`config.mk`:
```
export PLATFORM = sky130hd
export DESIGN_NAME = uab_autobaud
export DESIGN_NICKNAME = d
export VERILOG_FILES = /design/src/uab_pkg.sv /design/src/uab_autobaud.sv
export SDC_FILE = /design/constraint.sdc
export NUM_CORES = 1
export LEC_CHECK = 0
export BUFFER_PORTS_ARGS = -buffer_cell sky130_fd_sc_hd__clkbuf_2
export CAP_MARGIN = 40
export CORE_MARGIN = 5
export CORE_UTILIZATION = 45
export CTS_CLUSTER_SIZE = 14
export DETAILED_ROUTE_END_ITERATION = 6
export HOLD_SLACK_MARGIN = 0.1
export PLACE_DENSITY = 0.67
export SLEW_MARGIN = 20
export SYNTH_ARGS = -nofsm -noshare
export SYNTH_HDL_FRONTEND = slang
export SYNTH_SLANG_ARGS = --single-unit
```
`constraint.sdc`:
```
create_clock -name CLK -period 4.06 [get_ports CLK]
set_input_delay 0.203 -clock CLK [delete_from_list [all_inputs] [get_ports CLK]]
set_output_delay 0.203 -clock CLK [all_outputs]
set_load 0.02 [all_outputs]
```
`src/uab_pkg.sv`:
```
// Constants, register map and types for the autobaud and wake-on-break helper
package uab_pkg;

  localparam int ADDR_W = 3;
  localparam int DATA_W = 8;
  localparam int DIV_W  = 16;

  // Register offsets on the plain register port
  localparam logic [ADDR_W-1:0] REG_BAUD_CTRL = 3'h0;
  localparam logic [ADDR_W-1:0] REG_DIV_LOW   = 3'h1;
  localparam logic [ADDR_W-1:0] REG_DIV_HIGH  = 3'h2;
  localparam logic [ADDR_W-1:0] REG_RX_DATA   = 3'h3;
  localparam logic [ADDR_W-1:0] REG_STATUS    = 3'h4;

  // Reset and start values
  localparam logic [DATA_W-1:0] CTRL_RESET      = 8'h00;
  localparam logic [DIV_W-1:0]  DIV_RESET       = 16'h0000;
  localparam logic [DIV_W-1:0]  ABD_COUNT_START = 16'h0001;
  localparam logic [DIV_W-1:0]  ABD_COUNT_MAX   = 16'hffff;
  localparam logic [DATA_W-1:0] READ_ZERO       = 8'h00;

  // Clock and divider figures
  localparam int CLK_MHZ       = 25;
  localparam int BASE_DIV_SLOW = 64;
  localparam int BASE_DIV_MID  = 16;
  localparam int BASE_DIV_FAST = 4;
  localparam int ABD_RATIO     = 8;
  localparam int PRESC_W       = 9;

  // Rising edges of the sync character, stop bit edge included
  localparam int             EDGE_W        = 3;
  localparam logic [EDGE_W-1:0] EDGE_FIRST = 3'h1;
  localparam logic [EDGE_W-1:0] EDGE_LAST  = 3'h5;
  localparam logic [EDGE_W-1:0] EDGE_ZERO  = 3'h0;

  // Baud control register layout, bit 7 down to bit 0
  typedef struct packed {
    logic reserved;
    logic rx_idle;
    logic sync_mode;
    logic autobaud_overflow_flag;
    logic high_speed_divisor_select;
    logic sixteen_bit_divisor_select;
    logic wake_on_break_enable;
    logic autobaud_enable;
  } uab_ctrl_t;

  // Status register layout
  typedef struct packed {
    logic [6:0] reserved;
    logic       receive_interrupt_flag;
  } uab_status_t;

  typedef enum logic [3:0] {
    AB_IDLE  = 4'b0001,
    AB_START = 4'b0010,
    AB_FIRST = 4'b0100,
    AB_COUNT = 4'b1000
  } uab_abd_state_t;

endpackage

```
`src/uab_autobaud.sv`:
```
// Autobaud measurement and wake-on-break receive helper for the serial port
//
// Operation
// - Setting autobaud enable starts calibration; normal receiver is held idle throughout.
// - Calibration times a received 55h sync character with five rising edges.
// - Divisor counter starts counting at first rising edge after start bit.
// - Fifth rising edge: keep count, clear autobaud enable, set receive interrupt flag.
// - Reading receive data register clears the flag; software discards the value.
// - During calibration both divisor bytes form one 16-bit counter, any mode.
// - Calibration counter ticks at one eighth of the divisor base clock.
// - Calibration clock: both bits clear /512, one set /128, both set /32.
// - Counter starts at one; software subtracts one afterwards.
// - Overflow flag sets when counter passes 16 bits before fifth edge.
// - After overflow counting continues; fifth edge still sets flag, clears enable.
// - Overflow flag clears by software only once autobaud enable is clear.
// - With wake and autobaud enabled, calibrate the character after the break.
// - In sleep the port clocks stop; no baud ticks, no reception.
// - Wake enable, asynchronous mode only, holds the receiver idle watching for wake.
// - Falling receive line edge is the wake event; flag sets with it.
// - Wake flag sets synchronously awake, also while asleep; data read clears it.
// - Rising edge ending the break clears wake enable; receiver then idles.
// - Non-zero character under wake: start to first rise is the wake event.
//
// The strobed register port and the placing of the registers were left to the implementer.
`timescale 1ns/10ps

module uab_autobaud
  import uab_pkg::*;
#(
  parameter int PRESCALE_W = PRESC_W
) (
  input  wire logic              CLK,
  input  wire logic              RSTN,
  input  wire logic [ADDR_W-1:0] ADDR,
  input  wire logic [DATA_W-1:0] WDATA,
  input  wire logic              WR,
  input  wire logic              RD,
  output logic      [DATA_W-1:0] RDATA,
  input  wire logic              RX_LINE,
  input  wire logic              SLEEP,
  input  wire logic [DATA_W-1:0] RX_DATA,
  input  wire logic              RX_DONE,
  input  wire logic              RX_BUSY,
  output logic                   RX_HOLD_IDLE,
  output logic      [DIV_W-1:0]  DIVISOR,
  output logic                   RECEIVE_INT
);

  // The slowest calibration divide needs nine prescaler bits
  if (PRESCALE_W < PRESC_W || PRESCALE_W > DIV_W) begin : g_bad_prescale
    $error("PRESCALE_W must hold a divide by 512");
  end

  uab_ctrl_t      ctrl;
  uab_status_t    status;
  uab_abd_state_t abd_state;
  uab_abd_state_t next_abd_state;
  logic [DIV_W-1:0]      divisor;
  logic [EDGE_W-1:0]     edge_count;
  logic [PRESCALE_W-1:0] presc;
  logic [PRESCALE_W-1:0] abd_term;
  logic                  receive_interrupt_flag;
  logic                  rx_meta;
  logic                  rx_sync;
  logic                  rx_prev;
  logic                  rx_fall;
  logic                  rx_rise;
  logic                  abd_tick;
  logic                  abd_done;
  logic                  abd_wrap;
  logic                  wake_active;
  logic                  wake_event;
  logic                  wake_end;
  logic                  ctrl_wr;
  logic                  rxdata_rd;
  uab_ctrl_t             wr_ctrl;
  logic                  autobaud_enable;
  logic                  wake_on_break_enable;
  logic                  autobaud_overflow_flag;
  logic                  sixteen_bit_divisor_select;
  logic                  high_speed_divisor_select;
  logic                  sync_mode;
  logic                  abd_abort;
  logic                  first_rise;
  logic [PRESCALE_W-1:0] tick_gap;
  logic                  gap_clean;

  localparam int FAST_TERM = BASE_DIV_FAST * ABD_RATIO - 1;

  assign wr_ctrl   = uab_ctrl_t'(WDATA);
  assign ctrl_wr   = WR && (ADDR == REG_BAUD_CTRL);
  assign rxdata_rd = RD && (ADDR == REG_RX_DATA);
  // Clearing the enable by software aborts at the same edge
  assign abd_abort  = ctrl_wr && !wr_ctrl.autobaud_enable;
  assign first_rise = (abd_state == AB_FIRST) && rx_rise;

  // Two flops on the pin; the edge detector compares the second with a third flop
  always_ff @(posedge CLK) begin
    if (!RSTN) begin
      rx_meta <= 1'b1;
      rx_sync <= 1'b1;
      rx_prev <= 1'b1;
    end else begin
      rx_meta <= RX_LINE;
      rx_sync <= rx_meta;
      rx_prev <= rx_sync;
    end
  end

  assign rx_fall = rx_prev && !rx_sync;
  assign rx_rise = !rx_prev && rx_sync;

  // Wake only acts in asynchronous mode
  assign wake_active = wake_on_break_enable && !sync_mode;
  // Any falling edge counts, so a non-zero character wakes on its start bit
  assign wake_event  = wake_active && rx_fall;
  assign wake_end    = wake_active && rx_rise;

  // Calibration clock: base clock divided by eight more
  always_comb begin
    case ({ctrl.sixteen_bit_divisor_select, ctrl.high_speed_divisor_select})
      2'b00:   abd_term = PRESCALE_W'(BASE_DIV_SLOW * ABD_RATIO - 1);
      2'b11:   abd_term = PRESCALE_W'(BASE_DIV_FAST * ABD_RATIO - 1);
      default: abd_term = PRESCALE_W'(BASE_DIV_MID * ABD_RATIO - 1);
    endcase
  end

  // Clocks to the port stop in sleep, so the prescaler freezes
  assign abd_tick = !SLEEP && (presc == abd_term);

  always_ff @(posedge CLK) begin
    if (!RSTN) begin
      presc <= '0;
    end else if (SLEEP) begin
      presc <= presc;
    end else if (abd_tick || (abd_state == AB_FIRST && rx_rise)) begin
      presc <= '0;
    end else begin
      presc <= presc + 1'b1;
    end
  end

  // A break under wake is not measured; calibration waits for wake to drop
  always_comb begin
    next_abd_state = abd_state;
    case (abd_state)
      AB_IDLE: begin
        if (ctrl.autobaud_enable && !ctrl.wake_on_break_enable && !SLEEP) begin
          next_abd_state = AB_START;
        end
      end
      AB_START: begin
        if (rx_fall) begin
          next_abd_state = AB_FIRST;
        end
      end
      AB_FIRST: begin
        if (rx_rise) begin
          next_abd_state = AB_COUNT;
        end
      end
      AB_COUNT: begin
        if (abd_done) begin
          next_abd_state = AB_IDLE;
        end
      end
      default: next_abd_state = AB_IDLE;
    endcase
    if (!ctrl.autobaud_enable || abd_abort) begin
      next_abd_state = AB_IDLE;
    end
  end

  always_ff @(posedge CLK) begin
    if (!RSTN) begin
      abd_state <= AB_IDLE;
    end else begin
      abd_state <= next_abd_state;
    end
  end

  // Fifth rising edge of the sync character closes the measurement
  assign abd_done = (abd_state == AB_COUNT) && rx_rise
                    && (edge_count == EDGE_LAST - 1'b1);
  assign abd_wrap = (abd_state == AB_COUNT) && abd_tick && (divisor == ABD_COUNT_MAX);

  always_ff @(posedge CLK) begin
    if (!RSTN) begin
      edge_count <= EDGE_ZERO;
    end else if (abd_state == AB_FIRST && rx_rise) begin
      edge_count <= EDGE_FIRST;
    end else if (abd_state == AB_COUNT && rx_rise) begin
      edge_count <= edge_count + 1'b1;
    end else if (abd_state == AB_IDLE) begin
      edge_count <= EDGE_ZERO;
    end
  end

  // Both bytes count as one 16-bit word whatever the divisor mode
  always_ff @(posedge CLK) begin
    if (!RSTN) begin
      divisor <= DIV_RESET;
    end else if (abd_state == AB_FIRST && rx_rise) begin
      divisor <= ABD_COUNT_START;
    end else if (abd_state == AB_COUNT) begin
      if (abd_tick && !abd_done) begin
        divisor <= divisor + 1'b1;
      end
    end else if (WR && ADDR == REG_DIV_LOW && abd_state == AB_IDLE) begin
      divisor <= {divisor[DIV_W-1:DATA_W], WDATA};
    end else if (WR && ADDR == REG_DIV_HIGH && abd_state == AB_IDLE) begin
      divisor <= {WDATA, divisor[DATA_W-1:0]};
    end
  end

  // Autobaud enable: software sets, hardware clears at the end
  always_ff @(posedge CLK) begin
    if (!RSTN) begin
      autobaud_enable <= 1'b0;
    end else if (abd_done) begin
      autobaud_enable <= 1'b0;
    end else if (ctrl_wr) begin
      autobaud_enable <= wr_ctrl.autobaud_enable;
    end
  end

  // Wake enable: the end of the break wins over a write in the same cycle
  always_ff @(posedge CLK) begin
    if (!RSTN) begin
      wake_on_break_enable <= 1'b0;
    end else if (wake_end) begin
      wake_on_break_enable <= 1'b0;
    end else if (ctrl_wr) begin
      wake_on_break_enable <= wr_ctrl.wake_on_break_enable;
    end
  end

  // Overflow: set wins over clear; a clear is ignored while still enabled
  always_ff @(posedge CLK) begin
    if (!RSTN) begin
      autobaud_overflow_flag <= 1'b0;
    end else if (abd_wrap && !abd_done) begin
      autobaud_overflow_flag <= 1'b1;
    end else if (ctrl_wr && !wr_ctrl.autobaud_overflow_flag && !autobaud_enable) begin
      autobaud_overflow_flag <= 1'b0;
    end
  end

  always_ff @(posedge CLK) begin
    if (!RSTN) begin
      sixteen_bit_divisor_select <= 1'b0;
      high_speed_divisor_select  <= 1'b0;
      sync_mode                  <= 1'b0;
    end else if (ctrl_wr) begin
      sixteen_bit_divisor_select <= wr_ctrl.sixteen_bit_divisor_select;
      high_speed_divisor_select  <= wr_ctrl.high_speed_divisor_select;
      sync_mode                  <= wr_ctrl.sync_mode;
    end
  end

  // Control view: one flop per concern, so no bit has two drivers
  assign ctrl.reserved                   = 1'b0;
  assign ctrl.rx_idle                    = !RX_BUSY && !RX_HOLD_IDLE;
  assign ctrl.sync_mode                  = sync_mode;
  assign ctrl.autobaud_overflow_flag     = autobaud_overflow_flag;
  assign ctrl.high_speed_divisor_select  = high_speed_divisor_select;
  assign ctrl.sixteen_bit_divisor_select = sixteen_bit_divisor_select;
  assign ctrl.wake_on_break_enable       = wake_on_break_enable;
  assign ctrl.autobaud_enable            = autobaud_enable;

  // Receive flag: any set wins over the clearing read
  always_ff @(posedge CLK) begin
    if (!RSTN) begin
      receive_interrupt_flag <= 1'b0;
    end else if (abd_done || wake_event || RX_DONE) begin
      receive_interrupt_flag <= 1'b1;
    end else if (rxdata_rd) begin
      receive_interrupt_flag <= 1'b0;
    end
  end

  assign status.reserved               = '0;
  assign status.receive_interrupt_flag = receive_interrupt_flag;

  // Read data stand only in the cycle after the strobe
  always_ff @(posedge CLK) begin
    if (!RSTN) begin
      RDATA <= READ_ZERO;
    end else if (RD) begin
      case (ADDR)
        REG_BAUD_CTRL: RDATA <= ctrl;
        REG_DIV_LOW:   RDATA <= divisor[DATA_W-1:0];
        REG_DIV_HIGH:  RDATA <= divisor[DIV_W-1:DATA_W];
        REG_RX_DATA:   RDATA <= RX_DATA;
        REG_STATUS:    RDATA <= status;
        default:       RDATA <= READ_ZERO;
      endcase
    end else begin
      RDATA <= READ_ZERO;
    end
  end

  // Normal receiver idles during calibration and while watching for wake
  assign RX_HOLD_IDLE = autobaud_enable || wake_active;
  assign DIVISOR      = divisor;
  assign RECEIVE_INT  = receive_interrupt_flag;

  // Check helper: clocks since the prescaler last restarted, frozen in sleep
  always_ff @(posedge CLK) begin
    if (!RSTN) begin
      tick_gap <= '0;
    end else if (SLEEP) begin
      tick_gap <= tick_gap;
    end else if (abd_tick || first_rise) begin
      tick_gap <= '0;
    end else begin
      tick_gap <= tick_gap + 1'b1;
    end
  end

  // A mode write may leave the prescaler past the new term; trust the gap after a restart
  always_ff @(posedge CLK) begin
    if (!RSTN) begin
      gap_clean <= 1'b0;
    end else if (ctrl_wr) begin
      gap_clean <= 1'b0;
    end else if (!SLEEP && (abd_tick || first_rise)) begin
      gap_clean <= 1'b1;
    end
  end

  a_hold_idle: assert property (@(posedge CLK) disable iff (!RSTN)
    (abd_state != AB_IDLE) |-> RX_HOLD_IDLE)
    else $error("receiver not held idle during calibration");

  a_count_start: assert property (@(posedge CLK) disable iff (!RSTN)
    (abd_state == AB_FIRST && rx_rise && ctrl.autobaud_enable && !ctrl_wr)
      |=> (DIVISOR == ABD_COUNT_START && abd_state == AB_COUNT))
    else $error("calibration count did not start at one");

  a_fifth_edge: assert property (@(posedge CLK) disable iff (!RSTN)
    abd_done |=> (!ctrl.autobaud_enable && RECEIVE_INT && abd_state == AB_IDLE
                  && $stable(DIVISOR)))
    else $error("fifth edge did not end calibration");

  a_edge_count: assert property (@(posedge CLK) disable iff (!RSTN)
    (abd_state == AB_COUNT) |-> (edge_count >= EDGE_FIRST && edge_count < EDGE_LAST))
    else $error("edge count out of range");

  a_read_clear: assert property (@(posedge CLK) disable iff (!RSTN)
    (rxdata_rd && !abd_done && !wake_event && !RX_DONE) |=> !RECEIVE_INT)
    else $error("receive data read did not clear flag");

  a_ovf_wrap: assert property (@(posedge CLK) disable iff (!RSTN)
    (abd_wrap && !abd_done)
      |=> (ctrl.autobaud_overflow_flag && DIVISOR == DIV_RESET))
    else $error("overflow not flagged or counter not wrapped");

  a_ovf_hold: assert property (@(posedge CLK) disable iff (!RSTN)
    (ctrl.autobaud_overflow_flag && ctrl.autobaud_enable) |=> ctrl.autobaud_overflow_flag)
    else $error("overflow cleared while autobaud still enabled");

  a_ovf_clear: assert property (@(posedge CLK) disable iff (!RSTN)
    (ctrl_wr && !wr_ctrl.autobaud_overflow_flag && !ctrl.autobaud_enable && !abd_wrap)
      |=> !ctrl.autobaud_overflow_flag)
    else $error("overflow flag not cleared by software");

  a_tick_rate: assert property (@(posedge CLK) disable iff (!RSTN)
    (gap_clean && ctrl.sixteen_bit_divisor_select && ctrl.high_speed_divisor_select
     && !SLEEP)
      |-> (abd_tick == (tick_gap == PRESCALE_W'(FAST_TERM))))
    else $error("fast calibration tick not every 32 clocks");

  a_div_locked: assert property (@(posedge CLK) disable iff (!RSTN)
    (abd_state != AB_IDLE && !first_rise && !abd_tick) |=> $stable(DIVISOR))
    else $error("divisor moved outside a calibration tick");

  a_sleep_still: assert property (@(posedge CLK) disable iff (!RSTN)
    SLEEP |-> (!abd_tick && $stable(DIVISOR) || $past(WR)))
    else $error("counter moved during sleep");

  a_wake_flag: assert property (@(posedge CLK) disable iff (!RSTN)
    wake_event |=> RECEIVE_INT ##0 RX_HOLD_IDLE || !ctrl.wake_on_break_enable)
    else $error("wake event did not raise flag");

  a_wake_end: assert property (@(posedge CLK) disable iff (!RSTN)
    wake_end |=> !ctrl.wake_on_break_enable)
    else $error("end of break did not clear wake enable");

  a_wake_wait: assert property (@(posedge CLK) disable iff (!RSTN)
    (ctrl.wake_on_break_enable && abd_state == AB_IDLE) |=> (abd_state == AB_IDLE))
    else $error("calibration started during a break");

endmodule

```
# Word level (Yosys, flattened, before mapping)
# Index checks and enable logic that the tools add are counted.
# word_totals
register_bits	50
inputBits	27
output_inout_bits	26
elab_cells	120
# op_classes
n_addsub	3
n_eq_ne	19
muxes	20
n_bitwise	1
reduce_logical	59
# ops
op	count
16-bit two-way mux	4
8-bit one-hot mux with 5 select lines	1
1-bit logical AND	25
9-bit one-hot mux with 2 select lines	1
16-bit by 1-bit adder with 16-bit output (second input constant)	1
16-bit equality test (second input constant)	1
4-bit two-way mux	4
4-bit one-hot mux with 4 select lines	1
1-bit zero test	11
2-bit inequality test (second input constant)	5
2-bit nonzero test	5
9-bit by 1-bit adder with 9-bit output (second input constant)	1
9-bit equality test	1
9-bit two-way mux	1
2-bit OR reduction	4
3-bit by 2-bit equality test with 1-bit output (second input constant)	2
3-bit equality test (second input constant)	2
1-bit two-way mux	6
3-bit two-way mux	2
2-bit AND reduction	3
3-bit nonzero test	2
1-bit logical OR	5
4-bit by 1-bit equality test with 1-bit output (second input constant)	1
4-bit by 2-bit equality test with 1-bit output (second input constant)	1
12 further kinds	12

# Longest topological paths before layout
# Gate-level depths: netlist (run 1).
# depth
ltp_word	9
mapped_depth	8

# Worst setup path before layout (run 1)
# OpenSTA, ideal clock, no wires.
# synth_timing
path_kind	register to register
start	reg divisor[0], in the netlist DIVISOR[0]
end	reg divisor[14], in the netlist DIVISOR[14]
t_arrival_ns	1.801
path_slack_ns	2.180
path_stages_with_launch	8
n_path_buf	1
path_cell_list	dfxtp_1 ha_1 and3_1 clkbuf_1 and4_1 nand3_1 a22o_1 a211oi_2
# synth_via
elab_chain_len	3
# synth_rtl
item	line_no	source
from (decl)	uab_autobaud.sv:58	logic [DIV_W-1:0] divisor;
from (signal assigned)	uab_autobaud.sv:207	divisor <= divisor + 1'b1;
from (signal assigned)	uab_autobaud.sv:210	divisor <= {divisor[DIV_W-1:DATA_W], WDATA};
from (signal assigned)	uab_autobaud.sv:212	divisor <= {WDATA, divisor[DATA_W-1:0]};
16-bit by 1-bit adder with 16-bit output	uab_autobaud.sv:207	
16-bit two-way mux	uab_autobaud.sv:206	if (abd_tick && !abd_done) begin
16-bit two-way mux	uab_autobaud.sv:205	end else if (abd_state == AB_COUNT) begin
# Every way passes these cells. The select of a mux whose other input is x is not followed.
# A chain may end at the register's enable or synchronous reset.

# Worst setup path after layout (run 1)
# layout_timing
start	reg abd_state[3]
end	reg divisor[13], in the netlist DIVISOR[13]
# layout_via
elab_chain_len	7
elab_cells_between_ends	16
# layout_rtl
item	line_no	source
from (decl)	uab_autobaud.sv:56	uab_abd_state_t abd_state;
from (signal assigned)	uab_autobaud.sv:178	abd_state <= next_abd_state;
4-bit equality test	uab_autobaud.sv:183, uab_autobaud.sv:205	
1-bit logical AND	uab_autobaud.sv:183	assign abd_done = (abd_state == AB_COUNT) && rx_rise
1-bit logical AND	uab_autobaud.sv:184	&& (edge_count == EDGE_LAST - 1'b1);
1-bit zero test	uab_autobaud.sv:206	
1-bit logical AND	uab_autobaud.sv:206	
2-bit by 1-bit inequality test with 1-bit output (no source line)	n/a	
3-bit AND reduction (no source line)	n/a	
# Several ways; a longest one is shown, not always the timed one.

==> results of run 1 <==
==> power breakdown <==
group	switching [mW]	total, mW	internal (mW)
registers	0.0140	0.514	0.500
clock network	0.177	0.314	0.137
logic	0.0577	0.102	0.0443
==> flip-flops by register name, indices dropped and copies added (netlist names) <==
name                        count
sync_mode                       1
presc                           9
abd_state                       4
autobaud_enable                 1
rx_prev                         1
autobaud_overflow_flag          1
rx_sync                         1
rx_meta                         1
RDATA                           8
wake_on_break_enable            1
high_speed_divisor_select       1
DIVISOR                        16
RECEIVE_INT                     1
edge_count                      3
sixteen_bit_divisor_select      1
==> metal layers <==
layer  share of wire  routed length (um)  track usage  vias up
met3           0.075                 633       0.0508       19
met1            0.43                3630        0.259     1351
li1                -                   -            -     1382
met2            0.47                3960        0.332      115
met5               0                   0            0        -
met4           0.025                 210       0.0685        0
==> final timing paths <==
kind	cells after the start	start	slack, ps	endpoint
worst min register to register	1	rx_meta	410	rx_sync
worst max register to register	7	abd_state[3]	1720	DIVISOR[13]
worst min-delay path	2	RX_DONE	110	RECEIVE_INT
worst max-delay path	7	abd_state[3]	1720	DIVISOR[13]
==> timing repair <==
action,CTS,global route
setup endpoints to repair,0,0
hold buffers,1,0
endpoints found under the hold margin,1,0
==> cells by family (layout without fill, tap and decap cells) <==
logic type,after synthesis,in the layout,share of synthesized area
xor+xnor,10,10,0.0298
flops,50,50,0.340
compound gates,85,85,0.206
buf+inv,25,69,0.0340
fa+ha+maj,4,4,0.0170
mux,16,16,0.0638
simple gates,154,154,0.309
==> layout make-up <==
type	count	area (um2)	share of cell area
clock buffers	6	82.6	0.0247
clock inverters	2	12.5	0.00374
inverters	5	18.8	0.00561
multi-input cells	269	1840	0.550
flip-flops and latches	50	1000	0.299
well taps	77	96.3	0.0288
repair buffers	56	293	0.0876
==> cell usage after synthesis (7+ instances only) <==
cell and count:
nand2b_1 10, mux2i_1 12, and2_1 7, a211oi_1 7, nor2_1 29, and3_1 10
nand3_1 12, nor2b_1 8, nand2_1 25, a21oi_1 20, clkbuf_1 15, dfxtp_1 50
nor3_1 12
==> flow_metrics.tcl, run 1 <==
set metrics [dict create \
    path_delay_family "compound AO/OA/AOI/OAI gates" \
    cts_buffers 5 \
    drive_gt1_frac 0.206 \
    rsz0062_at_grt "no" \
    netlist_area_um2 2940 \
    wl_per_cell_um 18.1 \
    layout.nets 418 \
    hold_path.class "in2reg" \
    first_global_vias 2682 \
    io_buffers 52 \
    grt_pass1_wl_um 13700 \
    clk_pin_slew_worst_paths_ps 100 \
    p_leak_nw 1.34 \
    dp_hpwl_um 6120 \
    cts_tree "built" \
    cts_root_buf "clkbuf_8" \
    async_flop_share 0 \
    seq_area_frac_synth 0.340 \
    post_dp_cell_area_um2 3240 \
    insertion_delay_ps 310 \
    layout_commonest_cell "clkbuf_2" \
    ios 53 \
    worstMarginPinSlew_ps 663 \
    fin_setup_tns_ps 0 \
    core_area_um2 6350 \
    post-route-period-util 0.576 \
    syn_to_final_growth_pct 13.7 \
    required_ps 4290 \
    syn_nets 375 \
    crit_chain "nor4b_2 -> buf_4 -> nand4_2 -> a21oi_1 -> buf_4 -> o31ai_1 -> a211oi_1" \
    fin_util 0.527 \
    ant_nets 0 \
    crit_top_cell "buf_4" \
    clock-sinks 50 \
    grt_usage 0.203 \
    fp-row-count 29 \
    skew_ps 6.71 \
    worstPathArrival_ps 2570 \
    fill_cells 596 \
    fp.dieW_um 90.8 \
    ys_ff_latch 50 \
    yosysTopAreaCellShare 0.340 \
    crit_fanout 11 \
    grt_overflow 0 \
    critPathCaptureType "flip-flop" \
    pre_cts_slack_ps 1800 \
    drt_iter0_drc 234 \
    drt-total-wl_um 8430 \
    final_max_slew_viol_count 0 \
    postCtsSetupBuffers 0 \
    vdd_drop_max_v 0.000166 \
    synth.area.top_cells "dfxtp_1, mux2i_1, nor2_1, a21oi_1, nand2_1" \
    grt_max_degree 26 \
    cp_num_buf_inv 2 \
    start_util 0.463 \
    avgSynthCellArea_um2 8.55 \
    place_inst 456 \
    final_cell_area_um2 3340 \
    cts_buffer_depth 2 \
    path_class "reg2reg" \
    n_antenna_cell 0 \
    power_density_nw_per_um2 278 \
    syn-instance-count 344 \
    synth-edff-count 0 \
    total_power_mw 0.930 \
    firstDrtPassIters 5 \
    slew_headroom 0.556 \
    fp.dieArea_um2 8250 \
    max_clock_freq_mhz 427 \
    status "completed" \
    critPathSlowestCell "a21oi_1" \
    setup_violations 0 \
    critPathLaunchType "flip-flop" \
    holdWs_ps 114 \
    yosys.cell_types.count 68 \
    max_stage_delay_ps 540 \
    cts_resized 0 \
    period_needed_ps 2340 \
    finalNonFillerCells 465 \
    antenna_found_initial 0 \
    avgViaCountPerCell 6.17 \
    final_cell_mix "clkbuf_2, dfxtp_1, nor2_1" \
    routabilityCongestion 0.858 \
    timing.final.ws_setup_ps 1720 \
    synthFlopType "dfxtp_1" \
    synth.largest_area_cell "dfxtp_1" \
    ys_warn_count 0 \
    finalHoldViolCount 0 \
    vias 2867 \
    drc 0 \
    htree_levels 2 \
    drv_cap 0 \
    die_height_um 90.8 \
]
No activity file was read; power rests on OpenSTA's default activity.
==> run 2, diff against run 1 <==
--- a/config.mk
+++ b/config.mk
@@ -12,7 +12,7 @@
 export CTS_CLUSTER_SIZE = 14
 export DETAILED_ROUTE_END_ITERATION = 6
 export HOLD_SLACK_MARGIN = 0.1
-export PLACE_DENSITY = 0.67
+export PLACE_DENSITY = 0.69
 export SLEW_MARGIN = 20
 export SYNTH_ARGS = -nofsm -noshare
 export SYNTH_HDL_FRONTEND = slang
==> constraint.sdc (replaced) <==
create_clock -name CLK -period 1.9 [get_ports CLK]
set_input_delay 0.095 -clock CLK [delete_from_list [all_inputs] [get_ports CLK]]
set_output_delay 0.095 -clock CLK [all_outputs]
set_load 0.02 [all_outputs]
==> flow_metrics.tcl, run 2 (synthesis gave the netlist of run 1 again) <==
set metrics [dict create \
    pre_cts_slack_ps -15.4 \
    vdd_drop_max_v 0.000400 \
    post-route-period-util 0.995 \
    fp.dieW_um 90.8 \
    drive_gt1_frac 0.346 \
    final_cell_area_um2 3850 \
    max_clock_freq_mhz 529 \
    max_stage_delay_ps 570 \
    fill_cells 583 \
    grt_pass1_wl_um 14800 \
    antenna_found_initial 0 \
    grt_max_degree 18 \
    hold_start "RX_DATA[6]" \
    vias 3116 \
    die_height_um 90.8 \
    core_area_um2 6350 \
    rsz0062_at_grt "yes" \
    io_buffers 52 \
    crit_chain "or4b_4 -> or3_4 -> a221o_1 -> a21oi_2" \
    skew_ps 12.5 \
    n_antenna_cell 0 \
    fp-row-count 29 \
    final_cell_mix "clkbuf_2, dfxtp_1, buf_4" \
    insertion_delay_ps 310 \
    avgViaCountPerCell 6.10 \
    clock-sinks 50 \
    status "completed" \
    grt_overflow 0 \
    drv_cap 0 \
    worstPathArrival_ps 2140 \
    critPathSlowestCell "or4b_4" \
    required_ps 2150 \
    cts_buffers 5 \
    syn_to_final_growth_pct 31.1 \
    first_global_vias 2939 \
    r2r-start "abd_state[1]" \
    critPathCaptureType "flip-flop" \
    p_leak_nw 1.61 \
    post_dp_cell_area_um2 3520 \
    cts_root_buf "clkbuf_8" \
    routabilityCongestion 0.900 \
    critPathLaunchType "flip-flop" \
    ant_nets 0 \
    finalHoldViolCount 0 \
    layout_commonest_cell "clkbuf_2" \
    place_inst 494 \
    fp.dieArea_um2 8250 \
    final_max_slew_viol_count 0 \
    ios 53 \
    slew_headroom 0.546 \
    wl_per_cell_um 18.3 \
    drt-total-wl_um 9370 \
    r2r_setup_slack_ps 10 \
    fin_util 0.607 \
    hold_path.class "in2reg" \
    path_class "reg2reg" \
    period_needed_ps 1890 \
    drc 0 \
    drt_iter0_drc 234 \
    clk_pin_slew_worst_paths_ps 100 \
    crit_fanout 4 \
    htree_levels 2 \
    setup_violations 0 \
    cp-startpoint "abd_state[1]" \
    layout.nets 464 \
    cts_tree "built" \
    worstMarginPinSlew_ps 672 \
    timing.final.ws_setup_ps 10.2 \
    finalNonFillerCells 511 \
    start_util 0.463 \
    largest_reg_flops 16 \
    firstDrtPassIters 4 \
    cts_buffer_depth 2 \
    grt_usage 0.219 \
    power_density_nw_per_um2 551 \
    dp_hpwl_um 6770 \
]
[run 2: cell types whose count changed in the layout (fill, tap and decap cells not counted), sizes merged]
cell / previous run / this run
clkinv: 1 / 0
bufinv: 0 / 1
dlygate4sd3: 1 / 3
buf: 3 / 47
[run 2: timing repair]
action / in CTS / in global routing
gates cloned: 0 / 1
setup buffers: 0 / 5
gates resized for setup: 4 / 42
pin swaps: 1 / 8
hold buffers: 3 / 0
endpoints found under the hold margin: 3 / 0
setup endpoints to repair: 18 / 25
[run 2: final cells by class]
cell class / count / area, um2 / share of cell area
multi-input cells: 269 / 1950 / 0.506
inverters: 5 / 18.8 / 0.00487
clock inverters: 2 / 37.5 / 0.00974
clock buffers: 6 / 72.6 / 0.0188
well taps: 77 / 96.3 / 0.0250
repair buffers: 102 / 666 / 0.173
flip-flops and latches: 50 / 1010 / 0.263
[run 2: through the flow]
step                      hold WS, ps  total power [mW]  TNS (ps)
after floorplan                   168              1.25         0
after global placement            281              1.36    -0.888
after detailed placement          287              1.36     -53.7
after CTS                         109              2.12    -0.826
after global routing              138              2.21     -1150
final                             111              2.12         0
[run 2: per-layer routing]
| layer | global-route usage | routed length, um | vias up |
|---|---|---|---|
| li1 | - | - | 1483 |
| met1 | 0.270 | 3760 | 1458 |
| met2 | 0.361 | 4460 | 149 |
| met3 | 0.0517 | 835 | 26 |
| met4 | 0.0978 | 318 | 0 |
| met5 | 0 | 0 | - |
[run 2: power by group]
| group | switching (mW) | internal, mW | leakage (nW) | total [mW] |
|---|---|---|---|---|
| combinational | 0.142 | 0.123 | 1.15 | 0.264 |
| sequential | 0.0224 | 1.07 | 0.408 | 1.09 |
| clock | 0.375 | 0.393 | 0.0514 | 0.768 |
[run 2: worst max-delay path: cells and delay by family (launching register included)]
| kind | cells | cell delay (ps) |
|---|---|---|
| DFF | 1 | 360 |
| AOI/OAI and AO/OA | 2 | 530 |
| and+or+nand+nor | 2 | 950 |
[run 2: path summary, 6_finish.rpt]
kind / endpoint / depth (start not counted)
setup / recovery: DIVISOR[8] / 4
hold / removal: RDATA[6] / 3
setup reg to reg: DIVISOR[8] / 4
hold reg to reg: rx_sync / 1
